==> config.mk <==
export PLATFORM = sky130hd
export DESIGN_NAME = sram_ctl
export DESIGN_NICKNAME = d
export VERILOG_FILES = /design/src/hdl/sram_ctl_pkg.sv /design/src/hdl/stream_if.sv /design/src/hdl/sram_ctl.sv /design/src/hdl/stream_fifo.sv
export VERILOG_INCLUDE_DIRS = /design/src /design/src/hdl
export SDC_FILE = /design/constraint.sdc
export NUM_CORES = 1
export LEC_CHECK = 0
export BUFFER_PORTS_ARGS = -buffer_cell sky130_fd_sc_hd__buf_4
export CAP_MARGIN = 10
export CELL_PAD_IN_SITES_DETAIL_PLACEMENT = 1
export CELL_PAD_IN_SITES_GLOBAL_PLACEMENT = 2
export CORE_ASPECT_RATIO = 1.75
export CORE_MARGIN = 8
export CORE_UTILIZATION = 40
export CTS_CLUSTER_DIAMETER = 50
export DETAILED_ROUTE_END_ITERATION = 16
export GPL_TIMING_DRIVEN = 0
export PLACE_DENSITY_LB_ADDON = 0.1
export SYNTH_ARGS = -nofsm -noshare
export SYNTH_HDL_FRONTEND = slang
export SYNTH_SLANG_ARGS = --single-unit
==> constraint.sdc <==
create_clock -name clk -period 7.55 [get_ports clk]
set_input_delay 1.1325 -clock clk [delete_from_list [all_inputs] [get_ports clk]]
set_output_delay 1.1325 -clock clk [all_outputs]
set_load 0.005 [all_outputs]
==> src/hdl/sram_ctl_map.svh <==
// Constants for the pipelined SRAM control front end
`ifndef SRAM_CTL_MAP_SVH
`define SRAM_CTL_MAP_SVH

`define ADDR_BITS 19
`define LANE_COUNT 4
`define LANE_DATA_BITS 8
`define BURST_BITS 2
`define FIFO_DEPTH 16
`define ORDER_RESET 1'b1
`define OE_N_RESET 1'b1

`endif

==> src/hdl/sram_ctl_pkg.sv <==
// Types for the pipelined SRAM control front end
package sram_ctl_pkg;

    // Gray-coded access state: deselected, read, write
    typedef enum logic [1:0] {
        access_desel = 2'b00,
        access_read = 2'b01,
        access_write = 2'b11
    } access_type;

    typedef enum logic {
        order_linear = 1'b0,
        order_interleaved = 1'b1
    } order_type;

endpackage

==> src/hdl/stream_if.sv <==
// Valid/ready stream carrier between internal modules
`timescale 1ns/1ps
interface stream_if #(parameter int WIDTH = 8) ();
    logic valid;
    logic ready;
    logic [WIDTH-1:0] data;
    modport src (output valid, output data, input ready);
    modport snk (input valid, input data, output ready);
endinterface

==> src/hdl/sram_ctl.sv <==
// Synchronous control front end of a pipelined burst SRAM
`timescale 1ns/1ps
`include "sram_ctl_map.svh"

// Operation
// Address captured on qualified rising edge
// Active-low lane selects, only with write
// Write enable low starts write, qualified
// Advance high steps burst counter
// Advance low loads new start address
// Host loads fresh address after deselect
// Qualifier high ignores the clock edge
// First select active low, sampled
// Second select active high, sampled
// Output enable low allows data drive
// Float during write, first-after-deselect, deselected
// Qualifier high holds state, not deselect
// Read returns location from preceding edge
// Strap picks interleaved or linear order
// Selected only when low, high, low
// Two low bits count, upper bits fixed
module sram_ctl #(
    parameter int ADDR_W = `ADDR_BITS,
    parameter int LANES = `LANE_COUNT,
    parameter int LANE_W = `LANE_DATA_BITS,
    parameter int DEPTH = `FIFO_DEPTH
) (
    // Clock and reset
    input wire logic clk,
    input wire logic rst,
    // Synchronous control pins
    input wire logic [ADDR_W-1:0] addr,
    input wire logic [LANES-1:0] lane_write_sel_n,
    input wire logic write_en_n,
    input wire logic advance_or_load,
    input wire logic clock_qualifier_n,
    input wire logic select_first_n,
    input wire logic select_second,
    input wire logic select_third_n,
    // Asynchronous pins
    input wire logic output_enable_n,
    input wire logic burst_order_strap,
    // Data and parity pins
    input wire logic [LANES*LANE_W-1:0] dq_in,
    input wire logic [LANES-1:0] parity_lines_in,
    output logic [LANES*LANE_W-1:0] dq_out,
    output logic [LANES-1:0] parity_lines_out,
    output logic dq_oe_n,
    // Array request stream
    output logic req_valid,
    input wire logic req_ready,
    output logic req_write,
    output logic [LANES-1:0] req_lanes,
    output logic [ADDR_W-1:0] req_addr,
    output logic [LANES*LANE_W-1:0] req_dq,
    output logic [LANES-1:0] req_parity,
    // Array read return
    input wire logic rsp_valid,
    input wire logic [LANES*LANE_W-1:0] rsp_dq,
    input wire logic [LANES-1:0] rsp_parity,
    // Capture stalled while the queue is full
    output logic accept_ready
);
    localparam int BB = `BURST_BITS;
    localparam int DW = LANES * LANE_W + LANES;
    localparam int RW = 1 + LANES + ADDR_W + DW;

    stream_if #(.WIDTH(RW)) fill_if ();
    stream_if #(.WIDTH(RW)) drain_if ();

    sram_ctl_pkg::access_type state_r;
    sram_ctl_pkg::access_type state_nxt;
    sram_ctl_pkg::order_type order_r;
    sram_ctl_pkg::order_type order_nxt;
    logic [ADDR_W-1:BB] base_r;
    logic [ADDR_W-1:BB] base_nxt;
    logic [BB-1:0] start_r;
    logic [BB-1:0] start_nxt;
    logic [BB-1:0] step_r;
    logic [BB-1:0] step_nxt;
    logic [LANES-1:0] lanes_r;
    logic [LANES-1:0] lanes_nxt;
    logic pend_r;
    logic pend_nxt;
    logic pend_write_r;
    logic pend_write_nxt;
    logic [LANES-1:0] pend_lanes_r;
    logic [LANES-1:0] pend_lanes_nxt;
    logic [ADDR_W-1:0] pend_addr_r;
    logic [ADDR_W-1:0] pend_addr_nxt;
    logic first_r;
    logic first_nxt;
    logic rd_phase_r;
    logic rd_phase_nxt;
    logic [DW-1:0] rdata_r;
    logic [DW-1:0] rdata_nxt;
    logic oe_s1_r;
    logic oe_s2_r;
    logic mode_s1_r;
    logic mode_s2_r;
    logic go;
    logic selected;

    function automatic logic [BB-1:0] burst_low(input sram_ctl_pkg::order_type order,
                                               input logic [BB-1:0] start,
                                               input logic [BB-1:0] step);
        if (order == sram_ctl_pkg::order_interleaved) begin
            return start ^ step;
        end
        return start + step;
    endfunction

    // Edge counts only with qualifier low and room in the queue
    assign go = !clock_qualifier_n && fill_if.ready;
    assign selected = !select_first_n && select_second && !select_third_n;
    assign accept_ready = fill_if.ready;

    // Previous access enters the queue, writes with their data phase
    assign fill_if.valid = go && pend_r;
    assign fill_if.data = {pend_write_r, pend_lanes_r, pend_addr_r, dq_in, parity_lines_in};

    always_comb begin
        state_nxt = state_r;
        base_nxt = base_r;
        start_nxt = start_r;
        step_nxt = step_r;
        lanes_nxt = lanes_r;
        pend_nxt = pend_r;
        pend_write_nxt = pend_write_r;
        pend_lanes_nxt = pend_lanes_r;
        pend_addr_nxt = pend_addr_r;
        first_nxt = first_r;
        rd_phase_nxt = rd_phase_r;
        rdata_nxt = rsp_valid ? {rsp_dq, rsp_parity} : rdata_r;
        order_nxt = rst ? sram_ctl_pkg::order_type'(mode_s2_r) : order_r;
        if (go) begin
            first_nxt = 1'b0;
            rd_phase_nxt = pend_r && !pend_write_r;
            if (!advance_or_load) begin
                if (selected) begin
                    state_nxt = write_en_n ? sram_ctl_pkg::access_read : sram_ctl_pkg::access_write;
                    base_nxt = addr[ADDR_W-1:BB];
                    start_nxt = addr[BB-1:0];
                    step_nxt = '0;
                    lanes_nxt = write_en_n ? '0 : ~lane_write_sel_n;
                    first_nxt = (state_r == sram_ctl_pkg::access_desel);
                end else begin
                    state_nxt = sram_ctl_pkg::access_desel;
                end
            end else if (state_r != sram_ctl_pkg::access_desel) begin
                step_nxt = step_r + 1'b1;
            end
            pend_nxt = (state_nxt != sram_ctl_pkg::access_desel);
            pend_write_nxt = (state_nxt == sram_ctl_pkg::access_write);
            pend_lanes_nxt = lanes_nxt;
            pend_addr_nxt = {base_nxt, burst_low(order_r, start_nxt, step_nxt)};
        end
    end

    always_ff @(posedge clk) begin
        if (rst) begin
            state_r <= sram_ctl_pkg::access_desel;
            base_r <= '0;
            start_r <= '0;
            step_r <= '0;
            lanes_r <= '0;
            pend_r <= 1'b0;
            pend_write_r <= 1'b0;
            pend_lanes_r <= '0;
            pend_addr_r <= '0;
            first_r <= 1'b0;
            rd_phase_r <= 1'b0;
            rdata_r <= '0;
        end else begin
            state_r <= state_nxt;
            base_r <= base_nxt;
            start_r <= start_nxt;
            step_r <= step_nxt;
            lanes_r <= lanes_nxt;
            pend_r <= pend_nxt;
            pend_write_r <= pend_write_nxt;
            pend_lanes_r <= pend_lanes_nxt;
            pend_addr_r <= pend_addr_nxt;
            first_r <= first_nxt;
            rd_phase_r <= rd_phase_nxt;
            rdata_r <= rdata_nxt;
        end
    end

    // Strap is latched while reset is held and stays fixed afterwards
    always_ff @(posedge clk) begin
        order_r <= order_nxt;
    end

    // Two-flop synchronisers for the asynchronous pins
    always_ff @(posedge clk) begin
        if (rst) begin
            oe_s1_r <= `OE_N_RESET;
            oe_s2_r <= `OE_N_RESET;
        end else begin
            oe_s1_r <= output_enable_n;
            oe_s2_r <= oe_s1_r;
        end
    end

    // Strap synchroniser keeps running through reset so the latch sees the pin
    always_ff @(posedge clk) begin
        mode_s1_r <= burst_order_strap;
        mode_s2_r <= mode_s1_r;
    end

    // Drive only in a read data phase, never when masked
    assign dq_oe_n = !(rd_phase_r && !oe_s2_r && !first_r && !pend_write_r
                       && state_r != sram_ctl_pkg::access_desel);
    assign dq_out = rdata_r[DW-1:LANES];
    assign parity_lines_out = rdata_r[LANES-1:0];

    stream_fifo #(.WIDTH(RW), .DEPTH(DEPTH)) req_fifo (
        .clk(clk),
        .rst(rst),
        .fill(fill_if.snk),
        .drain(drain_if.src)
    );

    assign drain_if.ready = req_ready;
    assign req_valid = drain_if.valid;
    assign {req_write, req_lanes, req_addr, req_dq, req_parity} = drain_if.data;
endmodule

==> src/hdl/stream_fifo.sv <==
// Flip-flop FIFO with valid/ready on both sides
`timescale 1ns/1ps
module stream_fifo #(
    parameter int WIDTH = 8,
    parameter int DEPTH = 16
) (
    // Clock and reset
    input wire logic clk,
    input wire logic rst,
    // Filling side
    stream_if.snk fill,
    // Draining side
    stream_if.src drain
);
    localparam int PW = $clog2(DEPTH);
    localparam logic [PW:0] FULL_COUNT = (PW + 1)'(DEPTH);
    localparam logic [PW-1:0] LAST_SLOT = PW'(DEPTH - 1);

    logic [WIDTH-1:0] mem_r [DEPTH];
    logic [PW-1:0] wr_ptr_r;
    logic [PW-1:0] wr_ptr_nxt;
    logic [PW-1:0] rd_ptr_r;
    logic [PW-1:0] rd_ptr_nxt;
    logic [PW:0] count_r;
    logic [PW:0] count_nxt;
    logic push;
    logic pop;

    assign fill.ready = (count_r != FULL_COUNT);
    assign drain.valid = (count_r != '0);
    assign drain.data = mem_r[rd_ptr_r];
    assign push = fill.valid && fill.ready;
    assign pop = drain.valid && drain.ready;

    always_comb begin
        wr_ptr_nxt = wr_ptr_r;
        rd_ptr_nxt = rd_ptr_r;
        count_nxt = count_r;
        if (push) begin
            wr_ptr_nxt = (wr_ptr_r == LAST_SLOT) ? '0 : wr_ptr_r + 1'b1;
        end
        if (pop) begin
            rd_ptr_nxt = (rd_ptr_r == LAST_SLOT) ? '0 : rd_ptr_r + 1'b1;
        end
        case ({push, pop})
            2'b10: count_nxt = count_r + 1'b1;
            2'b01: count_nxt = count_r - 1'b1;
            default: count_nxt = count_r;
        endcase
    end

    always_ff @(posedge clk) begin
        if (rst) begin
            wr_ptr_r <= '0;
            rd_ptr_r <= '0;
            count_r <= '0;
        end else begin
            wr_ptr_r <= wr_ptr_nxt;
            rd_ptr_r <= rd_ptr_nxt;
            count_r <= count_nxt;
        end
    end

    always_ff @(posedge clk) begin
        if (push) begin
            mem_r[wr_ptr_r] <= fill.data;
        end
    end
endmodule

* Word level (Yosys, flattened, before mapping)
Memories as Yosys holds them, arrays and structs flattened. A register that Yosys moved wholly into a read port is not among the register bits.
Index checks and enable logic that the tools add are counted.
** Storage, ports and cells
- Register bits after elaboration :: 104
- Bits in writable memories :: 960
- Input bits :: 107
- Output and inout bits :: 99
- Logic and storage cells :: 88
- Memories kept :: 1
** Memory list
- req_fifo.mem_r :: depth 16, bits a word 60, rd ports 1, clocked after memory_dff 1, wr ports 1, line stream_fifo.sv:19 : logic [WIDTH-1:0] mem_r [DEPTH];
** Cells by class
- Add/sub/neg operators :: 6
- Eq/ne operators :: 6
- Mux-type cells :: 29
- Bitwise operators :: 3
- Reduce and logical (&&, ||, !) cells :: 24
** Operator list (count)
- $mux W17 :: 2
- $mux W4 :: 7
- $mux W2 :: 13
- $logic_and A1 B1 Y1 :: 11
- $pmux W5 S2 :: 1
- $add A4 B1 Y4 const B :: 2
- $eq A4 B4 Y1 const B :: 2
- $logic_not A1 Y1 :: 7
- $mux W1 :: 6
- $reduce_bool A2 Y1 :: 3
- $add A5 B1 Y5 const B :: 1
- $ne A5 B5 Y1 const B :: 1
- $reduce_bool A5 Y1 :: 1
- $sub A5 B1 Y5 const B :: 1
- $eq A2 B2 Y1 const B :: 2
- $not A4 Y4 :: 1
- $reduce_and A3 Y1 :: 1
- $add A2 B1 Y2 const B :: 1
- $add A2 B2 Y2 :: 1
- $eq A2 B1 Y1 const B :: 1
- $logic_not A2 Y1 :: 1
- $xor A2 B2 Y2 :: 1
- $not A1 Y1 :: 1

* Depth between registers and ports, before layout
Gate-level depths: netlist of run 1.
- Depth in word-level cells :: 9
- Depth in mapped cells :: 14
- Gate-level depth less buffers :: 12

* Modules after synthesis
From an unflattened synthesis of run 1, not the netlist that was laid out.
** Unflattened totals
- Cell total of the unflattened synthesis :: 1740
- Area total of the unflattened synthesis :: 39759.4 um^2
** By module, submodules not included
- stream_fifo :: times used 1, cells each 1447, area each 37026.8 um^2, seq. area each 29168.0 um^2
- sram_ctl :: times used 1, cells each 293, area each 2732.6 um^2, seq. area each 1491.4 um^2

* Least setup slack after synthesis of run 1
Ideal clock, no wire load.
- Path type :: input -> register
- From :: input clock_qualifier_n
- To :: memory req_fifo.mem_r[3][0] in the netlist's numbering, enable pin
- Setup time :: 0.551 ns
- Data arrival time :: 5.883 ns
- Required time :: 6.999 ns
- Path slack :: 1.116 ns
- Cell stages on the path :: 4
- Path buffers :: 1
- Cells stage by stage :: a21oi_4 > clkbuf_1 > nand3_1 > nor3_1
** On the way
- Word-level cells in the longest chain between the ends :: 6
** RTL lines
- start, declared :: line sram_ctl.sv:36 : input wire logic clock_qualifier_n,
- $logic_not A1 Y1 :: line sram_ctl.sv:114 : assign go = !clock_qualifier_n && fill_if.ready;
- $logic_and A1 B1 Y1 :: line sram_ctl.sv:114
- $logic_and A1 B1 Y1 :: line sram_ctl.sv:119 : assign fill_if.valid = go && pend_r;
- $logic_and A1 B1 Y1 :: line stream_fifo.sv:32 : assign push = fill.valid && fill.ready;
- $mux W1 :: line stream_fifo.sv:65 : if (push) begin
- $mux W1 (not written as such) :: line stream_fifo.sv:66 : mem_r[wr_ptr_r] <= fill.data;
- end, declared :: line stream_fifo.sv:19
Every way passes these cells.

==> flow_summary.ini, run 1 <==
[setup_path]
path_buf_inv = 4
r2r_setup_slack_ns = 4.19
path_cells = clkbuf_1 -> clkbuf_1 -> clkbuf_1 -> mux4_2 -> mux4_2 -> buf_4
arrival_ns = 3.89
rr_startpoint = req_fifo.count_r[2]
cp.depth = 6
crit_top_cell = clkbuf_1
path_max_fanout = 10
crit_type = reg2out
start_kind = flop
worst_path_largest_cell_delay_ns = 0.79
critPathRequiredTime_ns = 6.42
rr_worst_depth = 8
r2r_end = req_fifo.mem_r[3][0]
path_delay_family = buffers and inverters
crit_path_top_delay_cell = clkbuf_1
end_kind = output pin

[power]
p_seq_frac = 0.476
internal_power_mw = 10.29
total_power_mw = 13.46
p_switching_mw = 3.164
combPwrFrac = 0.143
pwr-share-clk = 0.381
power_density_nw_per_um2 = 282.1
swShare = 0.2351
ir_drop_uv = 183.8
leakage_nw = 14.61

[yosys]
synth.area.top_cells = edfxtp_1 (73%), mux4_2 (17%), dfxtp_1 (4.6%)
yosysWarnings = 0
yosysSeqAreaShare = 0.7749
synth.largest_area_cell = edfxtp_1
syn_area_um2 = 39570
ys.flop_type = edfxtp_1
synth-edff-count = 961
synth.top_cell.area_share = 0.7293
syn_nets = 1854
postSynthCellCount = 1737
ys_ff_latch = 1051
ys_async_sr_fraction = 0
avgSynthCellArea_um2 = 22.78
yosysUniqueCellTypes = 46

[hold_path]
worstHoldEndpoint = mode_s2_r
hold_start = mode_s1_r
hold_depth = 0
hp-class = reg2reg

[clocking]
clkTransAtPathRegs_ns = 0.06
cts_tree = yes
cts_resized = 0
clockBufferDepth = 3
clockRootBuffer = clkbuf_16
cts.sinks = 1051
post_cts.repair.setup_buffers = 0
h-tree-depth = 3
cts_hold_buffers = 0
clk_latency_ns = 0.67
cts_buffers = 98

[grt]
grt.overflow.total = 0
grt_pass1_wl_mm = 149.7
antenna_found_initial = 2
grt_start_max_net_pins = 22
grt_pass1_vias = 21514
grt_usage = 0.1912

[job]
maxCapViolCount = 0

[floorplanning]
die_h_um = 432.1
io_pins = 206
rows = 152
dieArea_um2 = 109600
start_util = 0.4032
core_area_um2 = 98130
dieWidth_um = 253.7

[sta]
rsz0062_at_grt = false
period_share = 0.6651
final.setup.tns_ns = 0
max_freq_mhz = 199.2
period_minus_slack_ns = 5.021
setup_viol = 0
fin_ws_ns = 2.529
relSlewSlack = 0.2106
drv_slew = 0
clock_skew_ns = 0.01861
worstMarginPinSlew_ns = 1.184
holdWs_ns = 0.3410
hold_violations = 0

[route]
firstDrtPassIters = 5
ant_nets = 0
wire_per_inst_um = 29.47
post_drt_via_cell_ratio = 5.407
dr.first_iter.drc_count = 1466
drc = 0
drt_wl_total_mm = 103.6
vias = 19005

[outcome]
outcome = finished, final reports clean

[cells_and_area]
final_nets = 2239
fill_cells = 8890
drive_gt1_frac = 0.3637
stdcell_area_um2 = 47700
areaGrowthSynthToFinish_pct = 20.56
layoutNonFillerInstCount = 3515
postLayoutCoreUtil = 0.4861

[placed_design]
place_congestion = 0.7286
dp_slack_ns = 3.181
post_dp_cell_area_um2 = 44340
dp_hpwl_mm = 69.01
io_buffers = 204
placedCellCount = 3329
-- kinds of logic (layout without fill, tap and decap cells) --
family	count (synthesis)	count (layout)	synth area share
AO/OA/AOI/OAI	62	62	0.009297
XOR/XNOR	8	8	0.001771
adder cells (fa/ha/maj)	10	10	0.003162
buffers and inverters	99	567	0.01100
flip-flops	1051	1051	0.7749
multiplexers	341	341	0.1812
other	0	1	0
AND/OR/NAND/NOR	166	166	0.01872
-- worst reg2reg max path, stage by stage, from the launching register on --
cell      delay [ns]
dfxtp_1         0.51
nor4_4          0.14
a21oi_4         0.21
clkbuf_1        0.46
nand3_1         0.48
nor3_2          0.64
buf_6           0.25
buf_6           0.18
buf_6           0.19
-- layer usage --
metal	wire length [µm]	share of wire	GRT usage
met1	39810	0.38	0.2280
met2	56510	0.55	0.3519
met3	4970	0.048	0.03216
met4	2273	0.022	0.05525
met5	17	0.00016	0
-- power groups by stage --
stage               combinational, mW  clock (mW)  sequential, mW
global route                     2.09        5.42            6.41
detailed placement               2.01           0            6.53
CTS                              2.02        5.25            6.40
finish                           1.93        5.12            6.40
floorplan                        1.25           0            6.52
global placement                 1.97           0            6.53
-- registers in the layout, summed over array words and instances, names as in the netlist, 2 cells and up, named ones only --
signal             count
base_r                17
pend_addr_r            2
pend_lanes_r           4
rdata_r               36
req_fifo.count_r       5
req_fifo.mem_r       960
req_fifo.rd_ptr_r      4
req_fifo.wr_ptr_r      4
start_r                2
state_r                2
step_r                 2
-- cell type report --
type	count	area [µm²]	share of cell area
multi-input cells	587	8582	0.1799
flip-flops and latches	1051	30660	0.6427
diodes	1	2.502	0.00005246
inverters	5	18.77	0.0003935
plain buffers	94	416.7	0.008735
clock buffers	119	2658	0.05571
clock inverters	64	669.4	0.01403
well taps	1309	1638	0.03434
repair buffers	285	3057	0.06408
-- synth_stat cells (2+ instances only) --
master,number
dfxtp_1,90
or3_1,7
a21oi_1,36
a211o_1,2
buf_2,30
or2_2,2
inv_1,4
nor2_1,66
xnor2_1,2
o21ai_0,9
nand3b_1,2
o22ai_1,2
nand3_1,4
nor3_1,7
nor3b_1,2
buf_6,3
nand2b_1,4
buf_1,8
nand2_1,62
ha_1,10
mux2i_1,40
a21o_1,3
edfxtp_1,961
or4_1,2
xor2_1,6
a22oi_1,3
mux4_2,300
clkbuf_1,52
-- worst max path at each step --
stage | startpoint | end | slack [ns]
floorplan | clock_qualifier_n | req_fifo.mem_r[3][0] | 1.12
global route | flop | req_addr[0] | 2.41
finish | flop | req_addr[14] | 2.53
detailed placement | flop | req_addr[14] | 3.18
global placement | clock_qualifier_n | req_fifo.mem_r[3][24] | -5.43
CTS | flop | req_addr[14] | 2.42
-- layout by cell type, fill, tap and decap left out, drive strengths merged, types with 3 or more instances in the layout --
cell,count
edfxtp,961
buf,327
mux4,300
clkbuf,171
dfxtp,90
nor2,67
nand2,62
mux2i,40
a21oi,37
clkinv,35
bufinv,12
clkinvlp,12
ha,10
inv,10
o21ai,9
or3,7
nor3,7
xor2,6
nand2b,5
nand3,4
a21o,3
a22oi,3
Power figures use the tool's default switching activity.
==> run 2: changes to the inputs <==
clock period = 5 ns   (was 7.55 ns; I/O delays follow)
==> flow_summary.ini, run 2 (synthesis gave the netlist of run 1 again) <==
[clocking]
post_cts.repair.setup_buffers = 0
cts.sinks = 1051
clkTransAtPathRegs_ns = 0.06
clockRootBuffer = clkbuf_16
h-tree-depth = 3
clk_latency_ns = 0.68
cts_tree = yes
cts_resized = 0
clockBufferDepth = 3
cts_hold_buffers = 0
cts_buffers = 97

[route]
drt_wl_total_mm = 103.2
firstDrtPassIters = 5
vias = 18924
wire_per_inst_um = 29.50
drc = 0
dr.first_iter.drc_count = 1583
post_drt_via_cell_ratio = 5.411
ant_nets = 0

[power]
internal_power_mw = 15.61
total_power_mw = 20.36
combPwrFrac = 0.143
leakage_nw = 14.51
p_seq_frac = 0.475
ir_drop_uv = 255.5
p_switching_mw = 4.756
pwr-share-clk = 0.382
power_density_nw_per_um2 = 427.7
swShare = 0.2336

[sta]
worstMarginPinSlew_ns = 1.217
period_share = 0.9203
max_freq_mhz = 217.3
relSlewSlack = 0.1888
setup_viol = 0
drv_slew = 0
fin_ws_ns = 0.3987
rsz0062_at_grt = false
period_minus_slack_ns = 4.601
clock_skew_ns = 0.02068
hold_violations = 0

[hold_path]
worstHoldEndpoint = mode_s1_r
hp-class = in2reg
hold_start = burst_order_strap
hold_depth = 1

[job]
maxCapViolCount = 0

[setup_path]
rr_startpoint = req_fifo.count_r[2]
rr_worst_depth = 8
end_kind = output pin
r2r_setup_slack_ns = 1.45
arrival_ns = 3.85
r2r_end = req_fifo.mem_r[3][27]
path_max_fanout = 10
start_kind = flop
crit_type = reg2out
critPathRequiredTime_ns = 4.25

[grt]
grt_pass1_wl_mm = 148.6
grt_pass1_vias = 21386
grt_start_max_net_pins = 22
antenna_found_initial = 2
grt_usage = 0.1901
grt.overflow.total = 0

[placed_design]
dp_slack_ns = 1.032
io_buffers = 204
place_congestion = 0.7136
dp_hpwl_mm = 65.41
post_dp_cell_area_um2 = 44240

[floorplanning]
io_pins = 206
dieWidth_um = 253.7
core_area_um2 = 98130
dieArea_um2 = 109600
start_util = 0.4032
rows = 152
die_h_um = 432.1

[cells_and_area]
layout.cells.most_common = edfxtp_1
areaGrowthSynthToFinish_pct = 20.33
drive_gt1_frac = 0.3527
fill_cells = 8855
final_nets = 2219
reg_top3 = req_fifo.mem_r (960), rdata_r (36), base_r (17)
stdcell_area_um2 = 47610
largest_register = req_fifo.mem_r
final_cell_mix = edfxtp_1 (961), mux4_2 (300), buf_4 (205)
largest_register_ffs = 960

[outcome]
outcome = finished, final reports clean
==> run 2: cell types whose count changed in the layout (fill, tap and decap cells not counted), moves of 3 or more <==
cell | before | now
buf_6 | 32 | 3
clkinv_1 | 12 | 26
nor3_4 | 0 | 4
clkinv_2 | 19 | 15
nor3_2 | 4 | 0
buf_8 | 9 | 6
clkinvlp_4 | 11 | 4
buf_12 | 16 | 31
==> run 2: per-layer routing <==
metal	GRT usage	share of wire	vias up
met3	0.03433	0.053	126
li1	-	-	8021
met1	0.2271	0.38	10217
met2	0.3496	0.54	560
met4	0.05017	0.020	0
met5	0	0	-
==> run 2: power groups by stage <==
stage	clock [mW]	combinational, mW	sequential [mW]
final	7.79	2.91	9.67
after global routing	8.24	3.14	9.67
after CTS	7.98	3.03	9.67
after detailed placement	0	3.02	9.86
after global placement	0	2.96	9.86
after floorplan	0	1.88	9.85
==> run 2: worst max path at each step <==
stage	endpoint	slack, ns	startpoint
CTS	req_addr[5]	0.30	flop
finish	req_lanes[3]	0.40	flop
detailed placement	req_dq[21]	1.03	flop
global route	req_addr[0]	0.24	flop
floorplan	req_fifo.mem_r[7][0]	0.56	clock_qualifier_n
global placement	req_fifo.mem_r[11][26]	-4.02	clock_qualifier_n
==> run 2: cell type report <==
cell class | count | area, µm² | area share
buffer | 94 | 416.7 | 0.008751
clock buffer | 115 | 2623 | 0.05508
tap | 1309 | 1638 | 0.03440
antenna | 2 | 5.005 | 0.0001051
inverter | 5 | 18.77 | 0.0003942
clock inverter | 68 | 713.2 | 0.01498
multi-input combinational | 587 | 8607 | 0.1808
sequential | 1051 | 30660 | 0.6440
timing repair buffer | 266 | 2930 | 0.06155
==> run 2: metrics by stage <==
| step | hold slack [ns] | TNS (ns) | instances | utilization |
|---|---|---|---|---|
| 5_1_grt | 0.1390 | 0 | 3495 | 0.4851 |
| 2_1_floorplan | 0.3096 | 0 | 1737 | - |
| 3_3_place_gp | 0.3168 | -3237.81 | 3250 | 0.4357 |
| 6_report | 0.1673 | 0 | 3497 | 0.4852 |
| 3_5_place_dp | 0.3205 | 0 | 3310 | 0.4508 |
| 4_1_cts | 0.1145 | 0 | 3493 | 0.4848 |
==> run 2: critical path, stage by stage (launching register included) <==
cell,delay (ns)
dfxtp_1,0.31
clkbuf_1,0.27
clkbuf_1,0.63
clkbuf_1,0.81
mux4_2,0.43
mux4_2,0.54
buf_4,0.17
==> run 3: changes to the inputs <==
CTS_BUF_LIST = sky130_fd_sc_hd__clkbuf_8   (was unset)
==> flow_summary.ini, run 3 (synthesis gave the netlist of run 1 again) <==
[clocking]
post_cts.repair.setup_buffers = 0
cts_resized = 0
clockRootBuffer = clkbuf_8
cts_buffers = 156
clk_latency_ns = 0.82
clockBufferDepth = 3
h-tree-depth = 4
cts_hold_buffers = 1
cts.sinks = 1051
cts_tree = yes
clkTransAtPathRegs_ns = 0.06

[setup_path]
path_cells = clkbuf_1 -> clkbuf_1 -> buf_1 -> mux4_2 -> mux4_2 -> buf_4
path_buf_inv = 4
critPathRequiredTime_ns = 4.25
crit_type = reg2out
r2r_setup_slack_ns = 1.42
arrival_ns = 3.98
crit_path_top_delay_cell = buf_1
end_kind = output pin
start_kind = flop
path_max_fanout = 10
path_delay_family = buffers and inverters
rr_worst_depth = 8
worst_path_largest_cell_delay_ns = 0.77
cp.depth = 6

[sta]
rsz0062_at_grt = false
fin_ws_ns = 0.2719
hold_violations = 0
clock_skew_ns = 0.02752
setup_viol = 0
holdWs_ns = 0.1351
worstMarginPinSlew_ns = 1.202
period_share = 0.9456
max_freq_mhz = 211.5
period_minus_slack_ns = 4.728
relSlewSlack = 0.1990
drv_slew = 0

[cells_and_area]
stdcell_area_um2 = 47230
final_cell_mix = edfxtp_1 (961), mux4_2 (300), buf_4 (205)
reg_top3 = req_fifo.mem_r (960), rdata_r (36), base_r (17)
largest_register = req_fifo.mem_r
largest_register_ffs = 960
final_nets = 2279
drive_gt1_frac = 0.3611
layout.cells.most_common = edfxtp_1
areaGrowthSynthToFinish_pct = 19.37
layoutNonFillerInstCount = 3597

[power]
power_density_nw_per_um2 = 407.2
total_power_mw = 19.23
p_switching_mw = 4.742
ir_drop_uv = 252.4
pwr-share-clk = 0.346
swShare = 0.2466
leakage_nw = 14.57
combPwrFrac = 0.151
internal_power_mw = 14.49
p_seq_frac = 0.503

[placed_design]
post_dp_cell_area_um2 = 44240
place_congestion = 0.7136
dp_slack_ns = 1.032
placedCellCount = 3310
dp_hpwl_mm = 65.41
io_buffers = 204

[floorplanning]
start_util = 0.4032
dieWidth_um = 253.7
io_pins = 206
die_h_um = 432.1
rows = 152
dieArea_um2 = 109600
core_area_um2 = 98130

[route]
ant_nets = 0
wire_per_inst_um = 28.88
dr.first_iter.drc_count = 1414
drt_wl_total_mm = 103.9
firstDrtPassIters = 7
post_drt_via_cell_ratio = 5.360
vias = 19279
drc = 0

[job]
maxCapViolCount = 0

[hold_path]
hold_depth = 2
hp-class = in2reg

[grt]
grt_pass1_vias = 21950
grt_usage = 0.1923
grt.overflow.total = 0
grt_pass1_wl_mm = 149.9
antenna_found_initial = 2
grt_start_max_net_pins = 22

[outcome]
outcome = finished, final reports clean
[run 3: changes by cell type in the layout (fill, tap and decap cells not counted), moves of 2 or more]
cell        before  now
bufinv_16       14    5
clkbuf_1        64   52
clkbuf_16      103    0
clkbuf_8         0  169
clkinv_1        26   32
clkinv_2        15   17
clkinv_4         2    0
clkinvlp_4       4    8
inv_1            4   54
inv_6            2    0
inv_8            3    0
[run 3: layout make-up]
cell class / instances / area, µm²
Clock buffer: 169 / 2326
Multi-Input combinational cell: 587 / 8607
Fill cell: 8964 / 50910
Tap cell: 1309 / 1638
Sequential cell: 1051 / 30660
Clock inverter: 112 / 603.1
Inverter: 5 / 18.77
Antenna cell: 3 / 7.507
Timing Repair Buffer: 267 / 2953
Buffer: 94 / 416.7
[run 3: final timing paths]
| kind | start | endpoint |
|---|---|---|
| setup / recovery | flop | req_addr[0] |
| hold / removal | output_enable_n | oe_s1_r |
| setup reg to reg | req_fifo.count_r[2] | req_fifo.mem_r[3][27] |
| hold reg to reg | mode_s1_r | mode_s2_r |
[run 3: power groups by stage]
| stage | clock network, mW | logic [mW] | registers, mW |
|---|---|---|---|
| floorplan | 0 | 1.88 | 9.85 |
| CTS | 6.86 | 3.03 | 9.67 |
| global route | 7.18 | 3.14 | 9.68 |
| finish | 6.65 | 2.91 | 9.67 |
| detailed placement | 0 | 3.02 | 9.86 |
| global placement | 0 | 2.96 | 9.86 |
[run 3: through the flow]
stage / TNS, ns / utilization
4_1_cts: 0 / 0.4808
5_1_grt: 0 / 0.4812
6_report: 0 / 0.4813
3_5_place_dp: 0 / 0.4508
2_1_floorplan: 0 / -
3_3_place_gp: -3237.81 / 0.4357
[run 3: layer usage]
metal / up-vias / GRT usage / wire length (µm)
met1: 10386 / 0.2228 / 39550
met3: 159 / 0.04455 / 5520
li1: 8158 / - / -
met2: 576 / 0.3546 / 56710
met4: 0 / 0.04989 / 2110
met5: - / 0 / 0
